[config.mk]
export PLATFORM = sky130hd
export DESIGN_NAME = ufc_top
export DESIGN_NICKNAME = d
export VERILOG_FILES = /design/src/logic/ufc_pkg.sv /design/src/logic/ufc_top.sv
export VERILOG_INCLUDE_DIRS = /design/src /design/src/logic
export SDC_FILE = /design/constraint.sdc
export NUM_CORES = 1
export LEC_CHECK = 0
export BUFFER_PORTS_ARGS = -buffer_cell sky130_fd_sc_hd__buf_2
export CAP_MARGIN = 15
export CORE_MARGIN = 2
export CORE_UTILIZATION = 55
export CTS_CLUSTER_SIZE = 40
export DETAILED_ROUTE_END_ITERATION = 16
export PLACE_DENSITY_LB_ADDON = 0.2
export SLEW_MARGIN = 10
export SYNTH_ARGS = -nofsm -noshare
export SYNTH_HDL_FRONTEND = slang
export SYNTH_SLANG_ARGS = --single-unit
[constraint.sdc]
create_clock -name CLK_I -period 6.98 [get_ports CLK_I]
set_clock_uncertainty 0.15 [all_clocks]
set_input_delay 1.396 -clock CLK_I [delete_from_list [all_inputs] [get_ports CLK_I]]
set_output_delay 1.396 -clock CLK_I [all_outputs]
set_load 0.01 [all_outputs]
[src/logic/ufc_consts.svh]
/*
 Offsets, field positions, reset values and counts of the serial port
 frame configuration and status block.
 Assumes a 32-bit AXI4-Lite bus where register index N sits at byte 4*N.
*/
// How it works
// - Auto mode drops request-to-send when one slot left
// - Handshake enable switches request/clear-to-send on, off
// - Handshake off: clear-to-send treated as asserted
// - Bit 4: even parity zero, odd one
// - Bit 3: parity bit omitted or added
// - Bit 2: one or two stop bits
// - Bit 1: seven or eight data bits
// - Manual request-to-send bit drives pin, inverted
// - Bad parity on FIFO entry sets flag
// - Missing stop bit on FIFO entry sets flag
// - Data register read clears three error flags
// - Character lost to full receive FIFO: overrun
// - Transmit-space flag while transmit FIFO not full
// - Clear-to-send flag is inverse of pin, low means go
// - Data write pushes transmit, read pops receive
// - Works as serial port only in mode one
`ifndef UFC_CONSTS_SVH
`define UFC_CONSTS_SVH

// Register indexes; byte address is four times the index
`define UFC_IDX_DATA 16'h449E
`define UFC_IDX_STATUS 16'h44A4
`define UFC_IDX_MODE 16'h44AA
`define UFC_IDX_CFG 16'h44AE
`define UFC_IDX_IRQ_STAT 16'h44C0
`define UFC_IDX_IRQ_MASK 16'h44C2

// Frame configuration fields
`define UFC_CFG_AUTO 6
`define UFC_CFG_HS 5
`define UFC_CFG_ODD 4
`define UFC_CFG_PAR 3
`define UFC_CFG_TWO_STOP 2
`define UFC_CFG_EIGHT 1
`define UFC_CFG_RTS 0
`define UFC_CFG_RESET 7'h00

// Status fields
`define UFC_ST_TX_IDLE 6
`define UFC_ST_PAR_ERR 5
`define UFC_ST_FRM_ERR 4
`define UFC_ST_OVR 3
`define UFC_ST_TX_SPACE 2
`define UFC_ST_RX_VALID 1
`define UFC_ST_CTS 0

// Controller mode
`define UFC_MODE_OFF 2'h0
`define UFC_MODE_UART 2'h1

// Interrupt status bits: rx char, tx drained, overrun, parity, framing
`define UFC_IRQ_RX 0
`define UFC_IRQ_TX_EMPTY 1
`define UFC_IRQ_OVR 2
`define UFC_IRQ_PAR 3
`define UFC_IRQ_FRM 4
`define UFC_IRQ_W 5

`define UFC_RESP_OKAY 2'h0
`define UFC_RESP_DECERR 2'h3

`endif

[src/logic/ufc_pkg.sv]
/*
 Types shared by the serial port frame configuration block.
 Assumes ufc_consts.svh is available on the include path.
*/
`default_nettype none
package ufc_pkg;

   // Frame shape handed to the serializer and deserializer
   typedef struct packed {
      logic eight_bit_select;
      logic two_stop_select;
      logic parity_enable;
      logic odd_parity_select;
   } ufc_frame_type;

   // Character handed over by the deserializer
   typedef struct packed {
      logic [7:0] data;
      logic parity_bit;
      logic stop_ok;
   } ufc_rx_char_type;

endpackage
`default_nettype wire

[src/logic/ufc_top.sv]
/*
 Frame configuration, flow control, status flags, data FIFOs and
 AXI4-Lite register slave of the asynchronous serial port.
 Assumes a serializer and deserializer on the same clock, and a
 clear-to-send pin arriving asynchronously.
*/
// The AXI4-Lite interface to the registers was left to the implementer.
`timescale 1ns/1ps
`default_nettype none
`include "ufc_consts.svh"
module ufc_top
   import ufc_pkg::*;
#(
   parameter int ADDR_W = 20,
   parameter int TX_DEPTH = 4,
   parameter int RX_DEPTH = 4
) (
   input wire logic CLK_I,
   input wire logic RST_I,
   input wire logic [ADDR_W-1:0] S_AXI_AWADDR_I,
   input wire logic S_AXI_AWVALID_I,
   output logic S_AXI_AWREADY_O,
   input wire logic [31:0] S_AXI_WDATA_I,
   input wire logic [3:0] S_AXI_WSTRB_I,
   input wire logic S_AXI_WVALID_I,
   output logic S_AXI_WREADY_O,
   output logic [1:0] S_AXI_BRESP_O,
   output logic S_AXI_BVALID_O,
   input wire logic S_AXI_BREADY_I,
   input wire logic [ADDR_W-1:0] S_AXI_ARADDR_I,
   input wire logic S_AXI_ARVALID_I,
   output logic S_AXI_ARREADY_O,
   output logic [31:0] S_AXI_RDATA_O,
   output logic [1:0] S_AXI_RRESP_O,
   output logic S_AXI_RVALID_O,
   input wire logic S_AXI_RREADY_I,
   output logic [7:0] TX_DATA_O,
   output logic TX_VALID_O,
   input wire logic TX_READY_I,
   input wire logic TX_BUSY_I,
   input wire ufc_rx_char_type RX_CHAR_I,
   input wire logic RX_STROBE_I,
   output ufc_frame_type FRAME_O,
   input wire logic CLEAR_TO_SEND_N_I,
   output logic REQUEST_TO_SEND_N_O,
   output logic IRQ_O
);

   localparam int TAW = $clog2(TX_DEPTH);
   localparam int RAW = $clog2(RX_DEPTH);
   localparam int IW = ADDR_W - 2;
   localparam logic [TAW:0] TX_FULL = (TAW+1)'(TX_DEPTH);
   localparam logic [RAW:0] RX_FULL = (RAW+1)'(RX_DEPTH);
   localparam logic [RAW:0] RX_ONE_LEFT = (RAW+1)'(RX_DEPTH - 1);

   typedef struct packed {
      logic [6:0] cfg;
      logic [1:0] mode;
      logic [`UFC_IRQ_W-1:0] irq_st;
      logic [`UFC_IRQ_W-1:0] irq_mask;
      logic par_err;
      logic frm_err;
      logic ovr;
      logic [TX_DEPTH-1:0][7:0] txm;
      logic [TAW-1:0] tx_wr;
      logic [TAW-1:0] tx_rd;
      logic [TAW:0] tx_cnt;
      logic [RX_DEPTH-1:0][7:0] rxm;
      logic [RAW-1:0] rx_wr;
      logic [RAW-1:0] rx_rd;
      logic [RAW:0] rx_cnt;
      logic cts_meta;
      logic cts_sync;
      logic rts_n;
      logic txv;
      logic [7:0] txd;
      logic irq;
      logic awr;
      logic wr;
      logic aw_got;
      logic w_got;
      logic [IW-1:0] wa;
      logic [15:0] wd;
      logic [1:0] ws;
      logic bv;
      logic [1:0] br;
      logic arr;
      logic rv;
      logic [31:0] rd;
      logic [1:0] rr;
   } ufc_state_type;

   ufc_state_type s_ff;
   ufc_state_type nxt_s;

   logic uart;
   logic cts_ok;
   logic tx_push;
   logic tx_pop;
   logic rx_push;
   logic rx_pop;
   logic rx_par_bad;
   logic ar_take;
   logic [IW-1:0] ra;
   logic [15:0] status;
   logic [15:0] wmask;

   ////////////////////////////////////////////////////////////////////////
   always_comb begin
      nxt_s = s_ff;
      uart = (s_ff.mode == `UFC_MODE_UART);
      // Synchroniser: second stage alone feeds the logic
      nxt_s.cts_meta = CLEAR_TO_SEND_N_I;
      nxt_s.cts_sync = s_ff.cts_meta;
      cts_ok = !s_ff.cfg[`UFC_CFG_HS] || !s_ff.cts_sync;
      status = 16'h0000;
      status[`UFC_ST_TX_IDLE] = (s_ff.tx_cnt == '0) && !TX_BUSY_I;
      status[`UFC_ST_PAR_ERR] = s_ff.par_err;
      status[`UFC_ST_FRM_ERR] = s_ff.frm_err;
      status[`UFC_ST_OVR] = s_ff.ovr;
      status[`UFC_ST_TX_SPACE] = (s_ff.tx_cnt < TX_FULL);
      status[`UFC_ST_RX_VALID] = (s_ff.rx_cnt != '0);
      status[`UFC_ST_CTS] = !s_ff.cts_sync;
      wmask = {{8{s_ff.ws[1]}}, {8{s_ff.ws[0]}}};

      // Write channel: address and data taken in either order
      tx_push = 1'b0;
      nxt_s.awr = S_AXI_AWVALID_I && !s_ff.awr && !s_ff.aw_got && !s_ff.bv;
      nxt_s.wr = S_AXI_WVALID_I && !s_ff.wr && !s_ff.w_got && !s_ff.bv;
      if (s_ff.awr && S_AXI_AWVALID_I) begin
         nxt_s.aw_got = 1'b1;
         nxt_s.wa = S_AXI_AWADDR_I[ADDR_W-1:2];
      end
      if (s_ff.wr && S_AXI_WVALID_I) begin
         nxt_s.w_got = 1'b1;
         nxt_s.wd = S_AXI_WDATA_I[15:0];
         nxt_s.ws = S_AXI_WSTRB_I[1:0];
      end
      if (s_ff.aw_got && s_ff.w_got && !s_ff.bv) begin
         nxt_s.aw_got = 1'b0;
         nxt_s.w_got = 1'b0;
         nxt_s.bv = 1'b1;
         nxt_s.br = `UFC_RESP_OKAY;
         case (s_ff.wa)
            IW'(`UFC_IDX_DATA): begin
               // A byte written while full or disabled is dropped
               tx_push = s_ff.ws[0] && uart && (s_ff.tx_cnt < TX_FULL);
            end
            IW'(`UFC_IDX_MODE): begin
               if (s_ff.ws[0]) begin
                  nxt_s.mode = s_ff.wd[1:0];
               end
            end
            IW'(`UFC_IDX_CFG): begin
               if (s_ff.ws[0]) begin
                  nxt_s.cfg = s_ff.wd[6:0];
               end
            end
            IW'(`UFC_IDX_IRQ_STAT): begin
               nxt_s.irq_st = s_ff.irq_st & ~(s_ff.wd[`UFC_IRQ_W-1:0] &
                                              wmask[`UFC_IRQ_W-1:0]);
            end
            IW'(`UFC_IDX_IRQ_MASK): begin
               if (s_ff.ws[0]) begin
                  nxt_s.irq_mask = s_ff.wd[`UFC_IRQ_W-1:0];
               end
            end
            IW'(`UFC_IDX_STATUS): begin
            end
            default: begin
               nxt_s.br = `UFC_RESP_DECERR;
            end
         endcase
      end
      if (s_ff.bv && S_AXI_BREADY_I) begin
         nxt_s.bv = 1'b0;
      end

      // Read channel: a data read pops and clears the error flags
      rx_pop = 1'b0;
      ar_take = s_ff.arr && S_AXI_ARVALID_I;
      ra = S_AXI_ARADDR_I[ADDR_W-1:2];
      nxt_s.arr = S_AXI_ARVALID_I && !s_ff.arr && !s_ff.rv;
      if (ar_take) begin
         nxt_s.rv = 1'b1;
         nxt_s.rr = `UFC_RESP_OKAY;
         nxt_s.rd = 32'h0000_0000;
         case (ra)
            IW'(`UFC_IDX_DATA): begin
               nxt_s.rd[7:0] = s_ff.rxm[s_ff.rx_rd];
               rx_pop = (s_ff.rx_cnt != '0);
               nxt_s.par_err = 1'b0;
               nxt_s.frm_err = 1'b0;
               nxt_s.ovr = 1'b0;
            end
            IW'(`UFC_IDX_STATUS): nxt_s.rd[15:0] = status;
            IW'(`UFC_IDX_MODE): nxt_s.rd[1:0] = s_ff.mode;
            IW'(`UFC_IDX_CFG): nxt_s.rd[6:0] = s_ff.cfg;
            IW'(`UFC_IDX_IRQ_STAT): nxt_s.rd[`UFC_IRQ_W-1:0] = s_ff.irq_st;
            IW'(`UFC_IDX_IRQ_MASK): nxt_s.rd[`UFC_IRQ_W-1:0] = s_ff.irq_mask;
            default: nxt_s.rr = `UFC_RESP_DECERR;
         endcase
      end
      if (s_ff.rv && S_AXI_RREADY_I) begin
         nxt_s.rv = 1'b0;
      end

      // Transmit FIFO; a taken character always finishes in the shifter
      tx_pop = s_ff.txv && TX_READY_I;
      if (tx_push) begin
         nxt_s.txm[s_ff.tx_wr] = s_ff.wd[7:0];
         nxt_s.tx_wr = s_ff.tx_wr + TAW'(1);
      end
      if (tx_pop) begin
         nxt_s.tx_rd = s_ff.tx_rd + TAW'(1);
         if (s_ff.tx_cnt == (TAW+1)'(1) && !tx_push) begin
            nxt_s.irq_st[`UFC_IRQ_TX_EMPTY] = 1'b1;
         end
      end
      nxt_s.tx_cnt = s_ff.tx_cnt + (TAW+1)'(tx_push) - (TAW+1)'(tx_pop);
      // Held characters stay queued while clear-to-send is off
      nxt_s.txv = (nxt_s.tx_cnt != '0) && cts_ok && uart;
      nxt_s.txd = nxt_s.txm[nxt_s.tx_rd];

      // Receive FIFO with error checks at entry
      rx_par_bad = s_ff.cfg[`UFC_CFG_PAR] &&
                   ((^{s_ff.cfg[`UFC_CFG_EIGHT] & RX_CHAR_I.data[7],
                       RX_CHAR_I.data[6:0], RX_CHAR_I.parity_bit})
                    != s_ff.cfg[`UFC_CFG_ODD]);
      rx_push = 1'b0;
      if (RX_STROBE_I && uart) begin
         if (s_ff.rx_cnt == RX_FULL && !rx_pop) begin
            nxt_s.ovr = 1'b1;
            nxt_s.irq_st[`UFC_IRQ_OVR] = 1'b1;
         end else begin
            rx_push = 1'b1;
            nxt_s.irq_st[`UFC_IRQ_RX] = 1'b1;
            if (rx_par_bad) begin
               nxt_s.par_err = 1'b1;
               nxt_s.irq_st[`UFC_IRQ_PAR] = 1'b1;
            end
            if (!RX_CHAR_I.stop_ok) begin
               nxt_s.frm_err = 1'b1;
               nxt_s.irq_st[`UFC_IRQ_FRM] = 1'b1;
            end
         end
      end
      if (rx_push) begin
         nxt_s.rxm[s_ff.rx_wr] = s_ff.cfg[`UFC_CFG_EIGHT] ? RX_CHAR_I.data :
                                 {1'b0, RX_CHAR_I.data[6:0]};
         nxt_s.rx_wr = s_ff.rx_wr + RAW'(1);
      end
      if (rx_pop) begin
         nxt_s.rx_rd = s_ff.rx_rd + RAW'(1);
      end
      nxt_s.rx_cnt = s_ff.rx_cnt + (RAW+1)'(rx_push) - (RAW+1)'(rx_pop);

      // Request-to-send: low asserts, so the peer may send
      if (!uart || !nxt_s.cfg[`UFC_CFG_HS]) begin
         nxt_s.rts_n = 1'b1;
      end else if (nxt_s.cfg[`UFC_CFG_AUTO]) begin
         nxt_s.rts_n = (nxt_s.rx_cnt >= RX_ONE_LEFT);
      end else begin
         nxt_s.rts_n = !nxt_s.cfg[`UFC_CFG_RTS];
      end
      nxt_s.irq = |(nxt_s.irq_st & nxt_s.irq_mask);
   end

   always_ff @(posedge CLK_I or posedge RST_I) begin
      if (RST_I) begin
         s_ff <= '0;
         s_ff.cfg <= `UFC_CFG_RESET;
         s_ff.mode <= `UFC_MODE_OFF;
         s_ff.rts_n <= 1'b1;
         s_ff.cts_meta <= 1'b1;
         s_ff.cts_sync <= 1'b1;
      end else begin
         s_ff <= nxt_s;
      end
   end

   ////////////////////////////////////////////////////////////////////////
   assign S_AXI_AWREADY_O = s_ff.awr;
   assign S_AXI_WREADY_O = s_ff.wr;
   assign S_AXI_BVALID_O = s_ff.bv;
   assign S_AXI_BRESP_O = s_ff.br;
   assign S_AXI_ARREADY_O = s_ff.arr;
   assign S_AXI_RVALID_O = s_ff.rv;
   assign S_AXI_RDATA_O = s_ff.rd;
   assign S_AXI_RRESP_O = s_ff.rr;
   assign TX_DATA_O = s_ff.txd;
   assign TX_VALID_O = s_ff.txv;
   assign FRAME_O = '{eight_bit_select: s_ff.cfg[`UFC_CFG_EIGHT],
                      two_stop_select: s_ff.cfg[`UFC_CFG_TWO_STOP],
                      parity_enable: s_ff.cfg[`UFC_CFG_PAR],
                      odd_parity_select: s_ff.cfg[`UFC_CFG_ODD]};
   assign REQUEST_TO_SEND_N_O = s_ff.rts_n;
   assign IRQ_O = s_ff.irq;
endmodule // ufc_top
`default_nettype wire

==> flow_metrics.py, run 1 <==
metrics = {
    "status": {
        "status": "finished, final reports clean",
    },
    "placed_design": {
        "io_buffers": 97,
        "place_congestion": 0.889,
        "hpwl_mm": 11.5,
        "dp_cells": 894,
        "preCtsSetupSlack_ns": 2.23,
    },
    "floorplanning": {
        "die_w_um": 121,
        "placementRows": 42,
        "ios": 153,
        "start_util_pct": 56.8,
        "core_um2": 13300,
        "fp.dieArea_um2": 14700,
        "die_y_um": 121,
    },
    "synth": {
        "ys_ff_latch": 157,
        "synth_cell_types": 71,
        "syn_avg_cell_area_um2": 11.4,
        "synth-seq-area-share_pct": 51.9,
        "synthArstFlopShare_pct": 100,
        "synthCells": 663,
        "synth-main-ff-cell": "dfrtp_1",
        "synth_area_um2": 7580,
        "synth_warnings": 0,
        "synth_edf_count": 0,
    },
    "grt": {
        "grt_max_degree": 90,
        "grt_pass1_wl_mm": 26.1,
        "grt_usage_pct": 23.3,
        "antenna_found_initial": 0,
        "grt_overflow": 0,
        "grt_pass1_vias": 5238,
    },
    "sta": {
        "setup_tns_ns": 0,
        "timing.slew.headroom_pct": 41.5,
        "slew_viol_final": 0,
        "post-route-period-util_pct": 62.0,
        "worst_slack_ns": 2.65,
        "setup_viol_count_final": 0,
        "fmax_ghz": 0.231,
        "final_hold_viol_count": 0,
        "timing.hold.ws_ns": 0.207,
        "rsz0062_at_grt": "false",
        "fin_crit_ns": 4.33,
        "worst_pin_slew_ns": 0.873,
    },
    "power": {
        "ir_drop_v": 0.000170,
        "cellPowerDensity_nw_per_um2": 287,
        "p_leak_nw": 4.12,
        "design_power_total_w": 0.00247,
    },
    "worst_setup_path": {
        "endpoint_kind": "register",
        "critical_path_class": "input pin to register",
        "crit_arrival_ns": 4.52,
        "startpoint_type": "input pin",
        "worstPathMaxFanout": 11,
        "cp.required_ns": 7.17,
    },
    "clock_network": {
        "cts_buffers": 17,
        "clk_latency_ns": 0.43,
        "cts-resized-gates": 0,
        "clk_path_buf_depth": 2,
        "cts_tree": "yes",
        "root_buffer": "clkbuf_16",
        "cts_setup_buffers": 0,
        "clk_pin_slew_ns": 0.06,
        "clock-sinks": 157,
        "htree_levels": 4,
        "cts_hold_buf": 0,
    },
    "cells_and_area": {
        "final_cell_mix": "154 x dfrtp_1, 97 x buf_2, 68 x nand2_1",
        "antenna_cells": 0,
        "nets": 848,
        "stdcell_count": 926,
        "drive_above_1_share_pct": 30.4,
        "syn2layout_area_growth_pct": 13.4,
        "layout_commonest_cell": "dfrtp_1",
    },
    "drt": {
        "vias": 5152,
        "dr.first_iter.drc_count": 385,
        "drt_wl_total_mm": 16.1,
        "route.detailed.drc": 0,
        "firstDrtPassIters": 5,
        "ant_nets": 0,
        "routedWlPerCell_um": 17.4,
        "via_per_inst": 5.56,
    },
    "flow_run": {
        "drv_cap": 0,
    },
    "min_path": {
        "hp-class": "register to register",
    },
}
through the flow:
stage	utilization [%]	instance area (um^2)
floorplan	-	7670
global placement	59.5	7950
detailed placement	59.5	7950
CTS	64.4	8600
global route	64.4	8600
finish	64.4	8600
registers in the layout, indices dropped and copies added, names as in the netlist, 4 cells and up:
register       count
TX_DATA_O          8
FRAME_O            4
s_ff             126
S_AXI_RDATA_O      8
synthesized netlist by cell type (7+ instances only):
library cell  number  share of area [%]
buf_2              7               0.46
clkbuf_1           7               0.35
nand4b_1           7               0.81
mux2_2            64                9.5
dfrtp_1          154                 51
nor2_1            34                1.7
nand3_1            8               0.53
mux4_2             9                2.7
ha_1              12                2.0
a21oi_1           11               0.73
xnor2_1            9                1.0
o21ai_0           47                3.1
inv_1             43                2.1
a221oi_1          18                2.1
nand2_1           68                3.4
a31oi_1            7               0.58
buf_4             49                4.9
metal layers:
metal / track usage, % / up-vias / share of wire (%)
met5: 0 / - / 0
li1: - / 2408 / -
met4: 6.97 / 0 / 1.3
met3: 5.40 / 19 / 5.3
met2: 37.5 / 144 / 50
met1: 31.7 / 2581 / 44
kinds of logic after synthesis:
family | Yosys count | share of synthesized area [%]
AOI/OAI and AO/OA | 109 | 9.36
buffers and inverters | 112 | 8.18
xor gates and xnor gates | 17 | 2.43
and+or+nand+nor | 175 | 12.6
adders and majority gates | 14 | 2.51
muxes | 78 | 13.0
DFF | 157 | 51.9
other | 1 | 0.0495
area by class of cell:
| type | count | area, um^2 |
|---|---|---|
| fill | 1043 | 4750 |
| sequential | 157 | 3930 |
| clock buffer | 22 | 464 |
| multi-input combinational | 417 | 3120 |
| tap | 176 | 220 |
| timing repair buffer | 100 | 508 |
| inverter | 44 | 170 |
| clock inverter | 10 | 188 |
worst paths after layout:
check,depth (start not counted),endpoint,from,slack [ns]
worst min register to register,0,s_ff[90],nxt_s[90],0.21
worst max register to register,14,REQUEST_TO_SEND_N_O,S_AXI_ARREADY_O,3.33
min in group asynchronous,2,S_AXI_RVALID_O,RST_I,0.96
worst min-delay path,0,s_ff[90],nxt_s[90],0.21
max in group asynchronous,3,S_AXI_BRESP_O[0],RST_I,4.37
worst max-delay path,15,REQUEST_TO_SEND_N_O,S_AXI_ARVALID_I,2.65
critical path, stage by stage:
cell and delay (ns):
buf_2 0.09, nand2_1 0.23, or3_1 0.43, o22ai_1 0.14
buf_4 0.23, inv_1 0.07, ha_1 0.27, inv_1 0.05
ha_1 0.19, fa_1 0.38, xor2_1 0.19, xnor2_1 0.15
a21oi_1 0.14, mux2i_1 0.08, or3b_2 0.47
power by group:
| group | switching [W] | internal, W | total, W |
|---|---|---|---|
| Combinational | 0.000169 | 0.000159 | 0.000328 |
| Sequential | 0.000107 | 0.00102 | 0.00113 |
| Clock | 0.000356 | 0.000654 | 0.00101 |
No activity file was read; power rests on OpenSTA's default activity.
==> run 2: changes to the inputs <==
clock period = 4.2 ns   (was 6.98 ns; I/O delays follow)
==> run 2 against run 1 <==
Net effect: via count rose by 0.19%; design area is 0.47% higher; first-iteration DRC count shrank 12%; critical path type unchanged; global-route usage increased by 0.25 points; die area did not move; largest cell class unchanged; count of clock-buffer cells in the layout rose by 4.
==> flow_metrics.py, run 2 (synthesis results as in run 1) <==
metrics = {
    "status": {
        "status": "finished, final reports clean",
    },
    "clock_network": {
        "cts_buffers": 17,
        "clk_path_buf_depth": 2,
        "cts_hold_buf": 0,
        "cts-resized-gates": 0,
        "clk_latency_ns": 0.43,
        "root_buffer": "clkbuf_16",
        "htree_levels": 4,
        "cts_tree": "yes",
        "clk_pin_slew_ns": 0.06,
        "clock-sinks": 157,
        "cts_setup_buffers": 0,
    },
    "grt": {
        "grt_overflow": 0,
        "grt_max_degree": 51,
        "grt_pass1_vias": 5290,
        "antenna_found_initial": 0,
        "grt_usage_pct": 23.5,
        "grt_pass1_wl_mm": 26.4,
    },
    "power": {
        "internal_power_w": 0.00301,
        "cellPowerDensity_nw_per_um2": 470,
        "p_sw_share_pct": 25.7,
        "clock_power_share_pct": 39.9,
        "p_comb_share_pct": 13.7,
        "p_leak_nw": 4.14,
        "p_sw_w": 0.00104,
        "pwr-share-seq_pct": 46.4,
        "ir_drop_v": 0.000294,
    },
    "floorplanning": {
        "ios": 153,
        "placementRows": 42,
        "start_util_pct": 56.8,
        "die_y_um": 121,
        "die_w_um": 121,
        "fp.dieArea_um2": 14700,
        "core_um2": 13300,
    },
    "cells_and_area": {
        "layout_commonest_cell": "dfrtp_1",
        "drive_above_1_share_pct": 30.6,
        "antenna_cells": 0,
        "syn2layout_area_growth_pct": 13.9,
        "nets": 854,
        "fin_util_pct": 64.7,
        "final_cell_mix": "154 x dfrtp_1, 97 x buf_2, 68 x nand2_1",
        "regMostFlops": "s_ff",
        "largest_register_ff_count": 126,
    },
    "sta": {
        "fin_crit_ns": 3.61,
        "worst_slack_ns": 0.591,
        "final_hold_viol_count": 0,
        "slew_viol_final": 0,
        "worst_pin_slew_ns": 1.02,
        "timing.slew.headroom_pct": 31.6,
        "setup_tns_ns": 0,
        "fmax_ghz": 0.277,
        "post-route-period-util_pct": 85.9,
        "rsz0062_at_grt": "false",
        "setup_viol_count_final": 0,
    },
    "min_path": {
        "hp-class": "register to register",
    },
    "drt": {
        "routedWlPerCell_um": 17.5,
        "via_per_inst": 5.54,
        "ant_nets": 0,
        "route.detailed.drc": 0,
        "drt_wl_total_mm": 16.3,
        "vias": 5162,
        "dr.first_iter.drc_count": 338,
        "firstDrtPassIters": 5,
    },
    "worst_setup_path": {
        "path_common_cell": "ha_1",
        "max_stage_delay_ns": 0.47,
        "r2r_start": "s_ff[184]",
        "reg2regPathDepth": 13,
        "worstPathMaxFanout": 2,
        "endpoint_kind": "register",
        "cp.required_ns": 4.39,
        "crit_arrival_ns": 3.80,
        "worstPathCellList": "buf_2 > nor4b_2 > nand4_1 > or3_1 > nor2_1 > ha_1 > inv_1 > ha_1 > fa_1 > xor2_1 > xnor2_1 > a21oi_1 > mux2i_1 > or3b_2",
        "critical_path_class": "input pin to register",
        "critPathLaunch": "S_AXI_ARADDR_I[11]",
        "r2r-end": "REQUEST_TO_SEND_N_O",
        "setup.worst_path.end": "REQUEST_TO_SEND_N_O",
        "startpoint_type": "input pin",
        "crit_slowest_cell": "or3b_2",
        "reg2reg_slack_ns": 0.80,
    },
    "placed_design": {
        "io_buffers": 97,
        "place_congestion": 0.890,
        "hpwl_mm": 11.7,
        "preCtsSetupSlack_ns": 0.171,
    },
    "flow_run": {
        "drv_cap": 0,
    },
}
-- run 2: cell count changes in the layout (fill, tap and decap cells not counted) --
cell	before	now
clkbuf_8	2	3
clkbuf_1	3	6
buf_12	0	2
clkinv_4	2	0
clkinvlp_4	2	1
bufinv_16	5	4
buf_4	3	7
-- run 2: through the flow --
step                      std cells  hold slack, ns  cell area [um^2]  total power, W
after floorplan                 686           0.195              7670         0.00229
after global placement          899           0.199              8000         0.00243
after detailed placement        899           0.199              8000         0.00246
after CTS                       931           0.208              8620         0.00409
after global routing            932           0.217              8640         0.00424
final                           932           0.208              8640         0.00406
-- run 2: final cells by class --
cell class	instances	area, um^2
fillers	1066	4710
flip-flops and latches	157	3930
repair buffers	106	578
clock buffers	26	489
well taps	176	220
inverters	44	169
multi-input cells	417	3120
clock inverters	6	134
-- run 2: worst min path at each step --
stage	to	startpoint	depth (start not counted)
4_1_cts	s_ff[90]	nxt_s[90]	0
5_1_grt	s_ff[90]	nxt_s[90]	0
3_5_place_dp	s_ff[90]	nxt_s[90]	0
2_1_floorplan	s_ff[90]	nxt_s[90]	0
3_3_place_gp	s_ff[90]	nxt_s[90]	0
6_report	s_ff[90]	nxt_s[90]	0
-- run 2: critical path: cells and delay by family --
kind                     cells  cell delay, ns
adder cells (fa/ha/maj)      3            0.72
AND/OR/NAND/NOR              5            1.52
XOR/XNOR                     2            0.33
buffers and inverters        2            0.14
AO/OA/AOI/OAI                1            0.15
multiplexers                 1            0.09
-- run 2: routing by layer --
metal  vias to the layer above  wire, um  track usage [%]
met1                      2563      7300             31.0
li1                       2430         -                -
met3                        23       767             6.02
met2                       146      8010             38.2
met5                         -         0                0
met4                         0       247             7.97
-- run 2: power by group through the flow --
stage | Combinational [W] | Sequential (W) | Clock, W
2_1_floorplan | 0.000443 | 0.00184 | 0
3_3_place_gp | 0.000535 | 0.00189 | 0
3_5_place_dp | 0.000558 | 0.00191 | 0
4_1_cts | 0.000563 | 0.00188 | 0.00165
5_1_grt | 0.000620 | 0.00191 | 0.00172
6_report | 0.000557 | 0.00188 | 0.00162
